[src/core/bil_pkg.sv]
package bil_pkg;
    // boot source encodings on the strap pins
    localparam logic [1:0] MODE_SPI = 2'h0;
    localparam logic [1:0] MODE_LINK = 2'h1;
    localparam logic [1:0] MODE_OTP = 2'h2;
    localparam logic [1:0] MODE_NONE = 2'h3;
    // timing
    localparam int CORE_CLK_MHZ = 100;
    localparam int LINK_EN_NS = 2000;
    localparam int LINK_EN_CYC = (LINK_EN_NS * CORE_CLK_MHZ) / 1000;
    localparam int TX_HALF_CYC = 8;
    localparam int SETTLE_CYC = 4;
    // channel protocol values and the one-time memory start address
    localparam logic [31:0] ACK_NULL = 32'h0000_FF02;
    localparam logic [7:0] END_TOKEN = 8'h01;
    localparam int OTP_START_ADDR = 0;
    // reset values, pull bit indices and link symbol width
    localparam logic [6:0] PINS_RST = 7'h10;
    localparam logic [1:0] PULL_RST = 2'h3;
    localparam int PULL_SPI = 0;
    localparam int PULL_LINK = 1;
    localparam int SYM_BITS = 9;

    typedef enum logic [2:0] {
        ST_IDLE = 3'h0,
        ST_LWAIT = 3'h1,
        ST_ACKW = 3'h3,
        ST_RECV = 3'h2,
        ST_SEND = 3'h6,
        ST_DONE = 3'h7
    } bil_state_e;

    typedef struct packed {
        logic [1:0] boot_mode;
        logic ss_n;
        logic sclk;
        logic mosi;
        logic lrx_clk;
        logic lrx_data;
    } bil_pins_s;

    typedef struct packed {
        logic ctrl;
        logic [7:0] data;
    } bil_sym_s;
endpackage

[src/core/bil_boot_loader.sv]
`timescale 1ns/1ps
`default_nettype none
// Summary of operation
// RL1: serial boot enables select, clock and data pins and samples on rising clock, modes 0/0 and 1/1.
// RL2: serial bytes arrive least significant bit first and are assembled in that order.
// RL3: link boot enables the link about 2 us after boot starts.
// RL4: enabling the link drops its pull resistors, drives transmit wires low and watches receive wires.
// RL5: the partner holds the receive wires low when the link is enabled.
// RL6: the first link word names the acknowledge channel, 0x0000FF02 meaning no acknowledge.
// RL7: the image then arrives in order, closed by an END control token.
// RL8: after the image an END goes to the acknowledge channel, channel-end 0 is freed, then the jump.
// RL9: secure boot reads the image from one-time memory starting at address 0.
// RL10: pull resistors are on during and after reset, off when the pin is enabled, then software's.
// RL11: one boot source is latched after reset and held until boot completes.
module bil_boot_loader #(
    parameter int OTP_AW = 12,
    parameter int OTP_IMG_BYTES = 64,
    parameter int FIFO_DEPTH = 8
) (
    input wire logic core_clk, // tile clock
    input wire logic rst_n, // sync reset, low
    input wire logic [1:0] boot_mode, // boot strap pins
    input wire logic spi_ss_n, // serial select, low
    input wire logic spi_sclk, // serial clock from master
    input wire logic spi_mosi, // serial data in
    input wire logic link_rx_clk, // link receive clock
    input wire logic link_rx_data, // link receive data
    output logic link_tx_clk, // link transmit clock
    output logic link_tx_data, // link transmit data
    output logic link_tx_oe, // link wires driven
    output logic link_en, // link enabled
    output logic spi_pin_en, // serial pins enabled
    output logic [1:0] weak_pull_resistor_en, // [0] serial pins, [1] link pins
    input wire logic pull_sw_we, // software pull update
    input wire logic [1:0] pull_sw_val, // software pull value
    output logic otp_rd_en, // one-time memory read pulse
    output logic [OTP_AW-1:0] otp_addr, // one-time memory address
    input wire logic [7:0] otp_rdata, // one-time memory data
    input wire logic otp_rvalid, // read data valid
    output logic img_valid, // image byte ready
    output logic [7:0] img_data, // image byte
    input wire logic img_ready, // loader sink takes byte
    output logic [1:0] boot_src, // latched source
    output logic boot_busy, // boot in progress
    output logic chanend0_alloc, // channel-end 0 held
    output logic jump, // jump to loaded code, pulse
    output logic overflow // byte lost, sticky
);
    localparam logic [OTP_AW:0] OTP_END = (OTP_AW + 1)'(OTP_IMG_BYTES);
    localparam int PW = 7;

    bil_pkg::bil_state_e state_q;
    logic [PW-1:0] s1_q, s2_q, s3_q, f_q, fp_q;
    bil_pkg::bil_pins_s f, fp;
    logic [2:0] settle_q;
    logic [7:0] dly_q;
    logic [1:0] bcnt_q;
    logic [31:0] ack_q;
    logic [7:0] ssh_q;
    logic [2:0] sbit_q;
    logic [8:0] lsh_q;
    logic [3:0] lbit_q;
    logic sym_done_q;
    bil_pkg::bil_sym_s sym_q;
    logic push_q;
    logic [7:0] push_data_q;
    logic fifo_in_ready;
    logic otp_pend_q;
    logic [OTP_AW:0] otp_cnt_q;
    logic [3:0] tx_div_q;
    logic [3:0] tx_bit_q;
    logic [1:0] tx_sym_q;
    logic [8:0] tx_sh_q;
    logic tx_act_q, tx_done_q;
    logic [1:0] en_prev_q;
    logic jumped_q;
    logic spi_byte, link_end, link_data;
    logic [8:0] first_sym;
    logic [8:0] next_sym;

    assign f = bil_pkg::bil_pins_s'(f_q);
    assign fp = bil_pkg::bil_pins_s'(fp_q);
    assign spi_byte = state_q == bil_pkg::ST_RECV && boot_src == bil_pkg::MODE_SPI
        && !f.ss_n && f.sclk && !fp.sclk; // rising edge for both supported modes [RL1]
    assign link_end = sym_done_q && sym_q.ctrl && sym_q.data == bil_pkg::END_TOKEN;
    assign link_data = sym_done_q && !sym_q.ctrl;

    // symbol sent to the acknowledge channel: three header bytes then END
    function automatic logic [8:0] ack_sym(input logic [1:0] idx, input logic [31:0] ch);
        logic [8:0] s;
        s = {1'b0, ch[31:24]};
        if (idx == 2'h1) begin
            s = {1'b0, ch[23:16]};
        end else if (idx == 2'h2) begin
            s = {1'b0, ch[15:8]};
        end else if (idx == 2'h3) begin
            s = {1'b1, bil_pkg::END_TOKEN};
        end
        return s;
    endfunction

    // first and following acknowledge symbols, bit 0 goes out first
    assign first_sym = ack_sym(2'h0, ack_q);
    assign next_sym = ack_sym(tx_sym_q + 2'h1, ack_q);

    // pin synchronisers; a change counts once stages two and three agree
    always_ff @(posedge core_clk) begin
        if (!rst_n) begin
            s1_q <= bil_pkg::PINS_RST;
            s2_q <= bil_pkg::PINS_RST;
            s3_q <= bil_pkg::PINS_RST;
            f_q <= bil_pkg::PINS_RST;
            fp_q <= bil_pkg::PINS_RST;
        end else begin
            s1_q <= {boot_mode, spi_ss_n, spi_sclk, spi_mosi, link_rx_clk, link_rx_data};
            s2_q <= s1_q;
            s3_q <= s2_q;
            f_q <= (s3_q & ~(s2_q ^ s3_q)) | (f_q & (s2_q ^ s3_q));
            fp_q <= f_q;
        end
    end

    // boot sequencer; the strap is caught after release once the filter settles
    always_ff @(posedge core_clk) begin
        if (!rst_n) begin
            state_q <= bil_pkg::ST_IDLE;
            boot_src <= bil_pkg::MODE_NONE;
            settle_q <= '0;
            dly_q <= '0;
            bcnt_q <= '0;
            ack_q <= '0;
            boot_busy <= 1'b0;
            spi_pin_en <= 1'b0;
            link_en <= 1'b0;
            chanend0_alloc <= 1'b0;
        end else begin
            case (state_q)
                bil_pkg::ST_IDLE: begin
                    if (settle_q != 3'(bil_pkg::SETTLE_CYC)) begin
                        settle_q <= settle_q + 1'b1;
                    end else if (f.boot_mode != bil_pkg::MODE_NONE) begin
                        boot_src <= f.boot_mode; // latched once, held to the end [RL11]
                        boot_busy <= 1'b1;
                        dly_q <= '0;
                        if (f.boot_mode == bil_pkg::MODE_LINK) begin
                            state_q <= bil_pkg::ST_LWAIT;
                        end else begin
                            spi_pin_en <= (f.boot_mode == bil_pkg::MODE_SPI); // [RL1]
                            state_q <= bil_pkg::ST_RECV;
                        end
                    end
                end
                bil_pkg::ST_LWAIT: begin
                    dly_q <= dly_q + 1'b1;
                    if (dly_q == 8'(bil_pkg::LINK_EN_CYC - 1)) begin
                        link_en <= 1'b1; // link up after the start delay [RL3]
                        chanend0_alloc <= 1'b1;
                        bcnt_q <= '0;
                        state_q <= bil_pkg::ST_ACKW;
                    end
                end
                bil_pkg::ST_ACKW: begin
                    if (link_data) begin
                        ack_q <= {ack_q[23:0], sym_q.data}; // word arrives high byte first [RL6]
                        bcnt_q <= bcnt_q + 1'b1;
                        if (bcnt_q == 2'h3) begin
                            state_q <= bil_pkg::ST_RECV;
                        end
                    end
                end
                bil_pkg::ST_RECV: begin
                    if (boot_src == bil_pkg::MODE_SPI && f.ss_n && !fp.ss_n) begin
                        state_q <= bil_pkg::ST_DONE;
                    end else if (boot_src == bil_pkg::MODE_LINK && link_end) begin
                        if (ack_q == bil_pkg::ACK_NULL) begin
                            chanend0_alloc <= 1'b0; // no acknowledge wanted [RL6]
                            state_q <= bil_pkg::ST_DONE;
                        end else begin
                            state_q <= bil_pkg::ST_SEND; // image closed by END [RL7]
                        end
                    end else if (boot_src == bil_pkg::MODE_OTP && otp_cnt_q == OTP_END
                                 && !otp_pend_q && !push_q) begin
                        state_q <= bil_pkg::ST_DONE;
                    end
                end
                bil_pkg::ST_SEND: begin
                    if (tx_done_q) begin
                        chanend0_alloc <= 1'b0; // freed only after END is out [RL8]
                        state_q <= bil_pkg::ST_DONE;
                    end
                end
                bil_pkg::ST_DONE: begin
                    if (jumped_q) begin
                        boot_busy <= 1'b0;
                    end
                end
                default: begin
                    state_q <= bil_pkg::ST_IDLE;
                end
            endcase
        end
    end

    // serial slave byte assembly, lsb first; select high restarts framing
    always_ff @(posedge core_clk) begin
        if (!rst_n) begin
            ssh_q <= '0;
            sbit_q <= '0;
        end else if (f.ss_n) begin
            sbit_q <= '0;
        end else if (spi_byte) begin
            ssh_q <= {f.mosi, ssh_q[7:1]}; // first bit ends in bit 0 [RL2]
            sbit_q <= sbit_q + 1'b1;
        end
    end

    // link symbol receiver: eight data bits lsb first, then the control flag
    always_ff @(posedge core_clk) begin
        if (!rst_n) begin
            lsh_q <= '0;
            lbit_q <= '0;
            sym_done_q <= 1'b0;
            sym_q <= '0;
        end else begin
            sym_done_q <= 1'b0;
            if (link_en && f.lrx_clk && !fp.lrx_clk) begin // receive wires watched [RL4]
                lsh_q <= {f.lrx_data, lsh_q[8:1]};
                lbit_q <= (lbit_q == 4'(bil_pkg::SYM_BITS - 1)) ? '0 : lbit_q + 1'b1;
                if (lbit_q == 4'(bil_pkg::SYM_BITS - 1)) begin
                    sym_done_q <= 1'b1;
                    sym_q <= bil_pkg::bil_sym_s'({f.lrx_data, lsh_q[8:1]});
                end
            end
        end
    end

    // one-time memory fetch, one byte in flight, stalls on a full buffer
    always_ff @(posedge core_clk) begin
        if (!rst_n) begin
            otp_rd_en <= 1'b0;
            otp_addr <= OTP_AW'(bil_pkg::OTP_START_ADDR);
            otp_pend_q <= 1'b0;
            otp_cnt_q <= '0;
        end else begin
            otp_rd_en <= 1'b0;
            if (otp_pend_q && otp_rvalid) begin
                otp_pend_q <= 1'b0;
                otp_cnt_q <= otp_cnt_q + 1'b1;
            end else if (state_q == bil_pkg::ST_RECV && boot_src == bil_pkg::MODE_OTP
                         && !otp_pend_q && !push_q && fifo_in_ready && otp_cnt_q != OTP_END) begin
                otp_rd_en <= 1'b1;
                otp_addr <= otp_cnt_q[OTP_AW-1:0]; // counts up from address 0 [RL9]
                otp_pend_q <= 1'b1;
            end
        end
    end

    // image bytes into the buffer; serial and link cannot be held off, so losses stick
    always_ff @(posedge core_clk) begin
        if (!rst_n) begin
            push_q <= 1'b0;
            push_data_q <= '0;
            overflow <= 1'b0;
        end else begin
            push_q <= 1'b0;
            if (spi_byte && sbit_q == 3'h7) begin
                push_q <= 1'b1;
                push_data_q <= {f.mosi, ssh_q[7:1]}; // [RL2]
            end else if (state_q == bil_pkg::ST_RECV && boot_src == bil_pkg::MODE_LINK
                         && link_data) begin
                push_q <= 1'b1;
                push_data_q <= sym_q.data; // image bytes kept in arrival order [RL7]
            end else if (otp_pend_q && otp_rvalid) begin
                push_q <= 1'b1;
                push_data_q <= otp_rdata;
            end
            if (push_q && !fifo_in_ready) begin
                overflow <= 1'b1;
            end
        end
    end

    // link transmitter; wires sit low from enable, data moves on the falling half
    always_ff @(posedge core_clk) begin
        if (!rst_n) begin
            link_tx_clk <= 1'b0;
            link_tx_data <= 1'b0;
            link_tx_oe <= 1'b0;
            tx_div_q <= '0;
            tx_bit_q <= '0;
            tx_sym_q <= '0;
            tx_sh_q <= '0;
            tx_act_q <= 1'b0;
            tx_done_q <= 1'b0;
        end else begin
            tx_done_q <= 1'b0;
            link_tx_oe <= link_en; // driven low as initial state [RL4]
            if (state_q == bil_pkg::ST_SEND && !tx_act_q && !tx_done_q) begin
                tx_act_q <= 1'b1;
                tx_sym_q <= '0;
                tx_bit_q <= '0;
                tx_sh_q <= first_sym;
                link_tx_data <= first_sym[0];
                tx_div_q <= '0;
            end else if (tx_act_q) begin
                tx_div_q <= (tx_div_q == 4'(bil_pkg::TX_HALF_CYC - 1)) ? '0 : tx_div_q + 1'b1;
                if (tx_div_q == 4'(bil_pkg::TX_HALF_CYC - 1)) begin
                    link_tx_clk <= !link_tx_clk;
                    if (link_tx_clk) begin
                        if (tx_bit_q != 4'(bil_pkg::SYM_BITS - 1)) begin
                            tx_bit_q <= tx_bit_q + 1'b1;
                            tx_sh_q <= {1'b0, tx_sh_q[8:1]};
                            link_tx_data <= tx_sh_q[1];
                        end else if (tx_sym_q == 2'h3) begin
                            tx_act_q <= 1'b0;
                            tx_done_q <= 1'b1; // END token fully sent [RL8]
                            link_tx_data <= 1'b0;
                        end else begin
                            tx_sym_q <= tx_sym_q + 1'b1;
                            tx_bit_q <= '0;
                            tx_sh_q <= next_sym;
                            link_tx_data <= next_sym[0];
                        end
                    end
                end
            end
        end
    end

    // pull resistors on from reset, dropped as each pin group is enabled
    always_ff @(posedge core_clk) begin
        if (!rst_n) begin
            weak_pull_resistor_en <= bil_pkg::PULL_RST; // [RL10]
            en_prev_q <= '0;
        end else begin
            en_prev_q <= {link_en, spi_pin_en};
            if (spi_pin_en && !en_prev_q[0]) begin
                weak_pull_resistor_en[bil_pkg::PULL_SPI] <= 1'b0; // [RL1] [RL10]
            end else if (link_en && !en_prev_q[1]) begin
                weak_pull_resistor_en[bil_pkg::PULL_LINK] <= 1'b0; // [RL4] [RL10]
            end else if (pull_sw_we && state_q == bil_pkg::ST_DONE) begin
                weak_pull_resistor_en <= pull_sw_val; // software owns them afterwards [RL10]
            end
        end
    end

    // jump once the buffer has drained into the loader sink
    always_ff @(posedge core_clk) begin
        if (!rst_n) begin
            jump <= 1'b0;
            jumped_q <= 1'b0;
        end else begin
            jump <= 1'b0;
            if (state_q == bil_pkg::ST_DONE && !img_valid && !jumped_q && !chanend0_alloc) begin
                jump <= 1'b1; // [RL8]
                jumped_q <= 1'b1;
            end
        end
    end

    bil_fifo #(.WIDTH(8), .DEPTH(FIFO_DEPTH)) u_fifo (
        .core_clk(core_clk),
        .rst_n(rst_n),
        .in_valid(push_q),
        .in_ready(fifo_in_ready),
        .in_data(push_data_q),
        .out_valid(img_valid),
        .out_ready(img_ready),
        .out_data(img_data)
    );
endmodule
`default_nettype wire

[src/core/bil_fifo.sv]
`timescale 1ns/1ps
`default_nettype none
module bil_fifo #(
    parameter int WIDTH = 8,
    parameter int DEPTH = 8
) (
    input wire logic core_clk, // core clock
    input wire logic rst_n, // sync reset, low
    input wire logic in_valid, // write request
    output logic in_ready, // room for a word
    input wire logic [WIDTH-1:0] in_data, // word in
    output logic out_valid, // word waiting
    input wire logic out_ready, // reader takes word
    output logic [WIDTH-1:0] out_data // oldest word
);
    localparam int AW = $clog2(DEPTH);
    logic [WIDTH-1:0] mem [DEPTH];
    logic [AW-1:0] wr_q;
    logic [AW-1:0] rd_q;
    logic [AW:0] cnt_q;
    logic do_wr;
    logic do_rd;

    // flags straight from the occupancy count
    assign in_ready = (cnt_q < (AW + 1)'(DEPTH)); // room until the count reaches depth
    assign out_valid = (cnt_q != '0);
    assign out_data = mem[rd_q];
    assign do_wr = in_valid && in_ready;
    assign do_rd = out_valid && out_ready;

    // storage, no reset needed on data
    always_ff @(posedge core_clk) begin
        if (do_wr) begin
            mem[wr_q] <= in_data;
        end
    end

    // pointers wrap at depth, which need not be a power of two
    always_ff @(posedge core_clk) begin
        if (!rst_n) begin
            wr_q <= '0;
            rd_q <= '0;
            cnt_q <= '0;
        end else begin
            if (do_wr) begin
                wr_q <= (wr_q == AW'(DEPTH - 1)) ? '0 : wr_q + 1'b1;
            end
            if (do_rd) begin
                rd_q <= (rd_q == AW'(DEPTH - 1)) ? '0 : rd_q + 1'b1;
            end
            cnt_q <= cnt_q + (AW + 1)'(do_wr) - (AW + 1)'(do_rd);
        end
    end
endmodule
`default_nettype wire

[config.mk]
export PLATFORM = sky130hd
export DESIGN_NAME = bil_boot_loader
export DESIGN_NICKNAME = d
export VERILOG_FILES = /design/src/core/bil_pkg.sv /design/src/core/bil_boot_loader.sv /design/src/core/bil_fifo.sv
export SDC_FILE = /design/constraint.sdc
export NUM_CORES = 1
export LEC_CHECK = 0
export BUFFER_PORTS_ARGS = -buffer_cell sky130_fd_sc_hd__buf_4
export CAP_MARGIN = 25
export CORE_MARGIN = 10
export CORE_UTILIZATION = 61
export DETAILED_ROUTE_END_ITERATION = 10
export PLACE_DENSITY = 0.78
export SETUP_SLACK_MARGIN = 0.02
export SLEW_MARGIN = 15
export SYNTH_ARGS = -nofsm -noshare
export SYNTH_HDL_FRONTEND = slang
export SYNTH_SLANG_ARGS = --single-unit
[constraint.sdc]
create_clock -name core_clk -period 3.03 [get_ports core_clk]
set_input_delay 0.303 -clock core_clk [delete_from_list [all_inputs] [get_ports core_clk]]
set_output_delay 0.303 -clock core_clk [all_outputs]
set_load 0.005 [all_outputs]
==> metrics, run 1 <==
routability cong.=0.837; via count=7,620; CTS Sinks=between 200 and 300; final hold vios=0; starting density of the core=between 60% and 70%; drt first pass iters=5; clk_lat worst skew=0.53 ns; vias in the first global route=between 7,000 and 8,000; largest net degree at the start of global routing=77; Reg power frac=46.8%; Clock power frac=a little over two fifths; Vias per Instance=a little under 6; Post-DRT Antenna Nets=0; Worst Skew=roughly 0.01 ns; antenna violations before repair=0; FF-to-FF Start=state_q[1]; PortBufs=56; Crit Path Category=register to output port; CP cell instances=mux4_2, mux2_2, buf_4; Area contributors post-synth=dfxtp_1, edfxtp_1, nand2_1; final slew viol count=0; RSZ-0062 raised after global routing=false; ys flop type=dfxtp_1; deepest clock path buffer count=3; die area=roughly 23,000 um^2; Worst EP required=2.73 ns; Post-Syn Nets=1,074; Psw=roughly 0.0018 W; # Max-Cap Violations=0; fin nets=roughly 1,100; CORE AREA=16,800 um^2; post-route clock period utilization=roughly 84%; Hold Path Origin=pull_sw_val[1]; Yosys top cell by area=dfxtp_1; crit path time final=2.56 ns; diode count=0; Max Fclk=just under 0.4 GHz; Iteration-0 DRC Markers=between 500 and 600; Clock transition at path regs=0.06 ns; Hold Path Depth=3; total CTS buffers=26; TritonCTS clock tree=built; Static Leak=~4.6 nW; Seq/Total Area, Yosys=a little under three fifths; die span in y=around 150 um; switch share=between 20% and 30%; Synth-to-Final Area Change=15.7%; Chip Width=about 150 um; Post-synth EDFFs=between 60 and 70; Tightest Pin Transition=about 0.88 ns; Setup Buffers After CTS=0; synth warn=0; CP max-delay cell=dfxtp_1; status=completed; global route total overflow=0; H-tree lvl count=1; Yosys top cell area share=between 30 and 40%; setup TNS=0 ns; Hold EP=weak_pull_resistor_en[1]; layout cells sized above 1=14.2%; Worst EP arrival=between 2 and 2.5 ns; FF-to-FF End=push_data_q[0]; Worst Setup Start Kind=register; ys async rst share=0%; crit end category=output port; Synth cell types=between 60 and 70; CP peak stage delay=about 0.86 ns; Rows=47; clk root buf=clkbuf_16; wire length of the first global-routing pass=~37 mm; r2r setup slk=approximately 0.8 ns; syn_area_per_cell=approximately 10 um^2; dpl hpwl=14.3 mm; GR Util All Layers=19.4%; drt drc=0; hold slack=between 0.03 and 0.04 ns; boundary pin count=57; FF+latch count, synth=around 260; Comb power frac=under 10%; worst min path class=primary input to register; Critical Path Fanout Max=16; DR WL/cell=about 17 um; Worst R2R Path Depth=6; # setup viols final=0; Pwr Density=roughly 660 nW/um^2; Post-Syn Area=about 11,000 um^2; drt total wl=approximately 22 mm; Rel. slew slack=41.4%; post-synthesis cell count=1,024; worst vdd ir=~0.46 mV; Internal=0.00615 W
==> placed cells by master (no fill, tap or decap), types with 5 or more instances in the layout <==
cell type,n
mux2i_1,26
edfxtp_1,64
nor3_1,22
mux4_2,16
bufinv_16,6
dlygate4sd3_1,7
nor2b_1,10
inv_1,27
nor4_1,11
o21ai_0,13
a22o_1,16
dfxtp_1,195
nand2b_1,12
xnor2_1,14
ha_1,27
a21oi_1,90
and3_1,5
nor3b_1,8
nand2_1,157
clkinv_2,5
nor4b_1,5
clkbuf_16,26
nand4_1,13
mux2_2,8
buf_4,72
and2_1,26
xor2_1,15
o31ai_1,9
nor2_1,87
or3_1,5
a211oi_1,17
nand3_1,25
==> synthesized netlist by cell type, types with 2 or more instances <==
cell	instances
o31ai_1	9
nand4_1	13
a211oi_1	17
xnor2_1	14
a31oi_1	2
edfxtp_1	64
o21ai_0	14
nand3_1	25
a21o_1	3
mux4_2	16
mux2_2	8
nor4bb_1	3
nor4_1	11
and3_1	5
inv_1	27
a22o_1	16
nand3b_1	4
and4_1	2
buf_1	2
nor2b_1	10
or2_2	2
and2_1	26
nor2_1	87
ha_1	27
nor4b_1	6
clkbuf_1	36
nor3b_1	8
nand2_1	157
dfxtp_1	195
nor3_1	22
buf_2	11
mux2i_1	26
a21oi_1	90
a311oi_1	2
nand2b_1	12
xor2_1	15
or3_1	5
nand4b_1	3
==> repair_timing <==
item,CTS,global route
resized for setup,0,0
hold buffers,7,0
setup endpoints to repair,0,0
endpoints found under the hold margin,7,0
==> layer usage <==
layer / wire length, um / up-vias / GRT usage (%)
li1: - / 3730 / -
met1: 10100 / 3662 / 26.8
met2: 10300 / 188 / 30.8
met3: 1210 / 40 / 3.16
met4: 493 / 0 / 5.97
met5: 0 / - / 0
==> worst max path at each step <==
stage / start / to / slack (ns) / depth (start not counted)
after floorplan: u_fifo.cnt_q[3] / u_fifo.cnt_q[2] / 1.0 / 12
after global placement: u_fifo.cnt_q[3] / u_fifo.cnt_q[2] / 0.93 / 12
after detailed placement: u_fifo.cnt_q[3] / u_fifo.cnt_q[2] / 0.85 / 12
after CTS: register / img_data[6] / 0.47 / 3
after global routing: register / img_data[5] / 0.41 / 3
final: register / img_data[6] / 0.47 / 3
==> logic make-up after synthesis <==
| kind of cell | share of synthesized area, % |
|---|---|
| AOI/OAI and AO/OA | 10.2 |
| xor gates and xnor gates | 2.41 |
| adders and majority gates | 3.40 |
| muxes | 6.75 |
| and+or+nand+nor | 18.9 |
| DFF | 55.3 |
| buffers and inverters | 3.06 |
==> sequential cells by signal (all words and copies together), names as in the netlist, 9 cells and up, named ones only <==
register,flops
ack_q,32
sym_q,9
u_fifo.mem,64
otp_addr,12
otp_cnt_q,13
==> metrics by stage <==
| stage | total power [W] | util (%) | instances | cell area [um^2] | setup WS [ns] |
|---|---|---|---|---|---|
| global route | 0.00828 | 72.7 | 1322 | 12200 | 0.409 |
| finish | 0.00799 | 72.7 | 1322 | 12200 | 0.474 |
| global placement | 0.00451 | 66.5 | 1265 | 11100 | 0.935 |
| CTS | 0.00804 | 72.6 | 1320 | 12200 | 0.472 |
| detailed placement | 0.00454 | 66.5 | 1265 | 11100 | 0.851 |
| floorplan | 0.00434 | - | 1024 | 10500 | 0.997 |
==> final cells by class <==
| class | instances | area [um^2] |
|---|---|---|
| sequential | 259 | 5830 |
| clock inverter | 15 | 243 |
| fill | 1185 | 4580 |
| timing repair buffer | 81 | 623 |
| clock buffer | 33 | 717 |
| multi-input combinational | 686 | 4390 |
| inverter | 28 | 106 |
| tap | 220 | 275 |
==> worst max-delay path: cells and delay by family, from the launching register on <==
family                 cells  cell delay [ns]
DFF                        1             0.86
muxes                      2             0.72
buffers and inverters      1             0.14
==> power groups by stage <==
stage / Sequential, W / Combinational, W / Clock [W]
2_1_floorplan: 0.00374 / 0.000600 / 0
3_3_place_gp: 0.00381 / 0.000703 / 0
3_5_place_dp: 0.00381 / 0.000727 / 0
4_1_cts: 0.00374 / 0.000745 / 0.00355
5_1_grt: 0.00375 / 0.000828 / 0.00370
6_report: 0.00374 / 0.000739 / 0.00351
Note: power is estimated with default switching activity, not from simulation.
==> run 2, diff against run 1 <==
Settings changed: CORE_UTILIZATION 61 to 55, PLACE_DENSITY 0.78 to 0.74.
Clock period 3.03 ns to 2.33 ns, I/O delays scaled along.
==> run 2 against run 1 <==
Flip-flop and latch count stayed put. First-iteration DRC count is 4.7% lower. Critical path depth increased by 1. Routed wire length down 1.4%. Register-to-register slack got worse by 0.58 ns. Via count decreased by 1.2%. Total power increased by 25%. Critical endpoint unchanged.
==> metrics, run 2 (synthesized netlist as in run 1, its figures left out) <==
DR WL/cell=16.1 um (-3.4%); largest net degree at the start of global routing=103 (+34%); antenna violations before repair=0 (unchanged); H-tree lvl count=1 (unchanged); Worst Skew=0.00888 ns (-0.00115 ns); fin nets=1,147 (+1.3%); Static Leak=4.66 nW (+0.93%); drt first pass iters=5 (unchanged); TritonCTS clock tree=built; Synth-to-Final Area Change=16.4%; Tightest Pin Transition=0.968 ns (+0.0923 ns); global route total overflow=0 (unchanged); FF-to-FF End=u_fifo.cnt_q[2]; clk_lat worst skew=0.52 ns (about the same); CP cell instances=buf_12, mux4_2, mux2_2, buf_4; Max Fclk=between 0.4 and 0.5 GHz; Hold EP=otp_pend_q; most frequent cells in the layout=dfxtp_1, nand2_1, a21oi_1; # setup viols final=0 (unchanged); wire length of the first global-routing pass=36.4 mm (-0.73%); die area=25,100 um^2 (+9.4%); Clock transition at path regs=0.06 ns (about the same); starting density of the core=56.1% (-6.7 points); r2r setup slk=0.20 ns (-0.58 ns); PortBufs=56 (unchanged); post-route clock period utilization=95.6%; Rows=50 (+6.4%); # fillers=1,467 (+24%); Crit Path Category=register to output port; Largest regs=u_fifo.mem (64), ack_q (32), otp_cnt_q (13); setup TNS=0 ns (unchanged); via count=7,530 (-1.2%); total CTS buffers=26 (unchanged); CP peak stage delay=0.52 ns (-0.34 ns); routability cong.=0.805 (-3.8%); CTS Sinks=259 (unchanged); # Max-Cap Violations=0 (unchanged); clk root buf=clkbuf_16; hold slack=0.0184 ns (-0.0160 ns); Hold Path Origin=otp_rvalid; Post-DRT Antenna Nets=0 (unchanged); deepest clock path buffer count=3 (unchanged); RSZ-0062 raised after global routing=false; Vias per Instance=5.58 (-3.2%); Pwr Density=816 nW/um^2 (+24%); Worst Setup Start Kind=register; Iteration-0 DRC Markers=506 (-4.7%); Worst EP arrival=1.99 ns (-0.26 ns); Worst EP required=2.10 ns (-0.63 ns); Critical Path Fanout Max=16 (unchanged); dpl hpwl=14.5 mm (+1.2%); Setup Buffers After CTS=0 (unchanged); drt total wl=21.8 mm (-1.4%); drt drc=0 (unchanged); CORE AREA=18,800 um^2 (+12%); most common cell after layout, fill and taps aside=dfxtp_1; Chip Width=158 um (+4.6%); Place WS=0.125 ns (-0.726 ns); final worst setup slack=0.103 ns (-0.371 ns); worst vdd ir=0.679 mV (+48%); Rel. slew slack=35.0% (-6.4 points); worst min path class=primary input to register; final slew viol count=0 (unchanged); GR Util All Layers=17.5% (-1.9 points); final instance area=12,200 um^2 (+0.55%); diode count=0 (unchanged); FF-to-FF Start=u_fifo.cnt_q[3]; crit end category=output port; max reg flops=64 (unchanged); Area after DPL=11,300 um^2 (+1.3%); Worst R2R Path Depth=12 (+6); Most flops, register=u_fifo.mem; layout cells sized above 1=15.0% (+0.81 points); crit path time final=2.23 ns; final hold vios=0 (unchanged); status=completed; CP max-delay cell=mux4_2; vias in the first global route=7,292 (-0.055%); die span in y=158 um (+4.6%); Hold Path Depth=3 (unchanged); post-layout util=65.3% (-7.4 points); boundary pin count=57 (unchanged)
==> run 2: changes by cell type in the layout (fill, tap and decap cells not counted), moves of 2 or more <==
cell,change
buf_12,+2
buf_4,+13
bufinv_16,-4
clkbuf_1,+2
clkbuf_16,+2
clkbuf_8,-2
clkinvlp_2,+2
clkinvlp_4,-2
dlygate4sd3_1,+2
==> run 2: critical path: cells and delay by family (launching register included) <==
kind,cells,cell delay (ns)
muxes,2,0.80
buffers and inverters,2,0.33
DFF,1,0.35
==> run 2: per-stage QoR <==
step / total power (W) / instances
after detailed placement: 0.00593 / 1294
final: 0.00999 / 1350
after global routing: 0.0104 / 1350
after floorplan: 0.00565 / 1024
after global placement: 0.00590 / 1294
after CTS: 0.0101 / 1350
==> run 2: final cells by class <==
class                   instances  area (um^2)  area share, %
clock buffers                  35          747           6.10
clock inverters                12          110          0.899
inverters                      28          106          0.868
multi-input cells             686         4400           35.9
flip-flops and latches        259         5830           47.6
well taps                     234          293           2.39
repair buffers                 96          768           6.27
==> run 2: per-layer routing <==
layer / GRT usage (%) / wire (um) / part of all wire (%) / vias up
li1: - / - / - / 3758
met2: 28.3 / 10000 / 46 / 171
met4: 4.94 / 464 / 2.1 / 0
met5: 0 / 0 / 0 / -
met3: 3.05 / 1090 / 5.0 / 34
met1: 23.8 / 10200 / 47 / 3567
==> run 2: how the worst max path moves through the flow <==
| stage | startpoint | to | slack (ns) | cells past startpoint |
|---|---|---|---|---|
| 3_3_place_gp | u_fifo.cnt_q[3] | u_fifo.cnt_q[2] | 0.22 | 12 |
| 3_5_place_dp | u_fifo.cnt_q[3] | u_fifo.cnt_q[2] | 0.13 | 12 |
| 5_1_grt | u_fifo.cnt_q[3] | u_fifo.cnt_q[2] | 0.02 | 12 |
| 2_1_floorplan | u_fifo.cnt_q[3] | u_fifo.cnt_q[2] | 0.30 | 12 |
| 6_report | register | img_data[6] | 0.10 | 4 |
| 4_1_cts | register | img_data[6] | 0.02 | 4 |
==> run 2: repair_timing <==
action                     CTS  global route
hold buffers                 9             0
pin swaps                    0             0
resized for setup            1             4
setup endpoints to repair    8            11
hold endpoints to repair     9             0
==> run 2: power by group <==
group          leakage (nW)  switching, W  total [W]  internal (W)
sequential             2.28      0.000104    0.00481       0.00470
combinational          1.97      0.000577    0.00107      0.000495
clock                 0.417       0.00165    0.00411       0.00246
total                  4.66       0.00233    0.00999       0.00766
==> run 3, diff against run 2 <==
Settings changed: CELL_PAD_IN_SITES_DETAIL_PLACEMENT from default to 2, CELL_PAD_IN_SITES_GLOBAL_PLACEMENT from default to 2, CORE_MARGIN 10 to 2, CORE_UTILIZATION 55 to 36, PLACE_DENSITY 0.74 to 0.73.
==> run 3 against run 2 <==
Die area up 22%. Flip-flop and latch count did not move. Via count increased by 4.8%. Design area up 3.3%. Fmax decreased by 2.7%. Combinational power grew 8%. Critical path type unchanged. Largest cell class unchanged. Largest power group unchanged. Highest routed layer unchanged.
==> metrics, run 3 (synthesized netlist as in run 1, its figures left out) <==
status=completed; FF-to-FF Start=u_fifo.cnt_q[3]; Iteration-0 DRC Markers=333 (-34%); # setup viols final=0 (unchanged); clk_lat worst skew=0.56 ns (+0.04 ns); met2 wire len=13.7 mm (+37%); vias in the first global route=8,529 (+17%); post-route clock period utilization=98.3% (+2.7 points); Static Leak=4.78 nW (+2.5%); diode count=0 (unchanged); CTS Sinks=259 (unchanged); CP top delay family=multiplexers; Chip Width=175 um (+11%); routability cong.=0.735 (-8.8%); hold slack=0.107 ns (+0.0890 ns); Crit Path Category=register to output port; Rel. slew slack=50.0% (+15 points); Pwr Total=0.0105 W (+5.6%); total CTS buffers=29 (+12%); most common cell after layout, fill and taps aside=dfxtp_1; antenna violations before repair=0 (unchanged); starting density of the core=36.6% (-20 points); Most flops, register=u_fifo.mem; largest net degree at the start of global routing=71 (-31%); die span in y=175 um (+11%); H-tree lvl count=1 (unchanged); Tightest Pin Transition=0.747 ns (-0.221 ns); boundary pin count=57 (unchanged); switch share=24.4% (+1.1 points); Reg power frac=45.9% (-2.2 points); Clock power frac=43.1% (+1.9 points); Pwr Density=833 nW/um^2 (+2.2%); Internal=0.00797 W (+4.1%); Psw=0.00257 W (+10%); die area=30,600 um^2 (+22%); clk root buf=clkbuf_16; max reg flops=64 (unchanged); drt drc=0 (unchanged); worst min path class=primary input to register; Worst Setup Start Kind=register; Rows=62 (+24%); PortBufs=56 (unchanged); Worst Skew=0.0223 ns (+0.0134 ns); fin nets=1,161 (+1.2%); Vias per Instance=5.20 (-6.8%); Worst EP arrival=2.06 ns (+0.07 ns); DR WL/cell=18.7 um (+16%); global route total overflow=0 (unchanged); Comb power frac=11.0% (+0.3 points); via count=7,888 (+4.8%); DR WL met3=815 um (-25%); CP max-delay cell=mux4_2; TritonCTS clock tree=built; r2r setup slk=0.18 ns (-0.02 ns); Place WS=0.119 ns (-0.00636 ns); crit path time final=2.29 ns (+0.0628 ns); CP peak stage delay=0.54 ns (+0.02 ns); crit end category=output port; dpl hpwl=18.5 mm (+28%); Worst EP required=2.10 ns (about the same); Synth-to-Final Area Change=20.3%; # Max-Cap Violations=0 (unchanged); CORE AREA=28,800 um^2 (+53%); wire length of the first global-routing pass=46.7 mm (+28%); Max Fclk=0.437 GHz (-2.7%); CP cell instances=buf_12, mux4_2, mux2_4, buf_6; Clock transition at path regs=0.06 ns (about the same); final slew viol count=0 (unchanged); Largest regs=u_fifo.mem (64), ack_q (32), otp_cnt_q (13); Post-DRT Antenna Nets=0 (unchanged); drt total wl=28.4 mm (+30%); most frequent cells in the layout=dfxtp_1, nand2_1, buf_4; CP bufs+invs=2 (unchanged); GR Util All Layers=18.8% (+1.3 points); worst vdd ir=0.419 mV (-38%); Critical Path Fanout Max=8 (-8); Hold Path Origin=pull_sw_we; deepest clock path buffer count=3 (unchanged); drt first pass iters=4 (-1); highest routed metal layer=met4; final hold vios=0 (unchanged); final worst setup slack=0.0401 ns (-0.0628 ns); RSZ-0062 raised after global routing=true; met1 WL=13.3 mm (+30%); layout cells sized above 1=16.2% (+1.3 points)
run 3: cell types whose count changed in the layout (fill, tap and decap cells not counted), sizes merged:
cell         before  now
clkinv            8    5
inv              27   28
buf              87   96
clkinvlp          3    0
clkbuf           35   47
dlygate4sd3       9   11
bufinv            2    1
run 3: per-stage QoR:
stage | TNS (ns) | util [%] | std cells | area, um^2
5_1_grt | -0.0201 | 44.0 | 1517 | 12700
6_report | 0 | 44.0 | 1517 | 12700
2_1_floorplan | 0 | - | 1024 | 10500
4_1_cts | 0 | 43.9 | 1516 | 12600
3_3_place_gp | 0 | 40.1 | 1451 | 11500
3_5_place_dp | 0 | 40.1 | 1451 | 11500
run 3: area by class of cell:
type / count / area (um^2)
clock buffer: 47 / 891
clock inverter: 6 / 58.8
fill: 3003 / 16100
inverter: 28 / 106
multi-input combinational: 686 / 4410
sequential: 259 / 5830
tap: 384 / 480
timing repair buffer: 107 / 883
run 3: what timing repair did:
action | 4_1_cts | 5_1_grt
pin swaps | 0 | 1
hold endpoints to repair | 14 | 0
setup buffers | 0 | 1
gates resized for setup | 3 | 6
hold buffers | 11 | 0
endpoints found under the setup margin | 5 | 6
gates cloned | 1 | 0
run 3: worst reg2reg max path: stages, from the launching register on:
cell     delay [ns]
dfxtp_1        0.33
inv_1          0.09
ha_2           0.19
nand3_1        0.11
nand2_2        0.09
inv_1          0.04
ha_1           0.29
inv_1          0.07
ha_1           0.17
inv_1          0.06
fa_1           0.38
xor2_1         0.16
nor2_1         0.05
run 3: final timing paths:
kind,endpoint,depth (start not counted)
hold / removal,weak_pull_resistor_en[1],4
hold reg to reg,s2_q[4],1
setup / recovery,img_data[0],4
setup reg to reg,u_fifo.cnt_q[2],12
run 3: layer usage:
metal  vias to the layer above  global-route usage (%)
met3                        39                    2.50
li1                       3775                       -
met1                      3977                    25.3
met2                        97                    32.2
met4                         0                    4.41
met5                         -                       0
run 3: power groups by stage:
stage / Clock, W / Combinational, W / Sequential [W]
after floorplan: 0 / 0.000781 / 0.00487
after global placement: 0 / 0.00106 / 0.00492
after detailed placement: 0 / 0.00110 / 0.00492
after CTS: 0.00465 / 0.00116 / 0.00484
after global routing: 0.00486 / 0.00129 / 0.00486
final: 0.00455 / 0.00116 / 0.00484
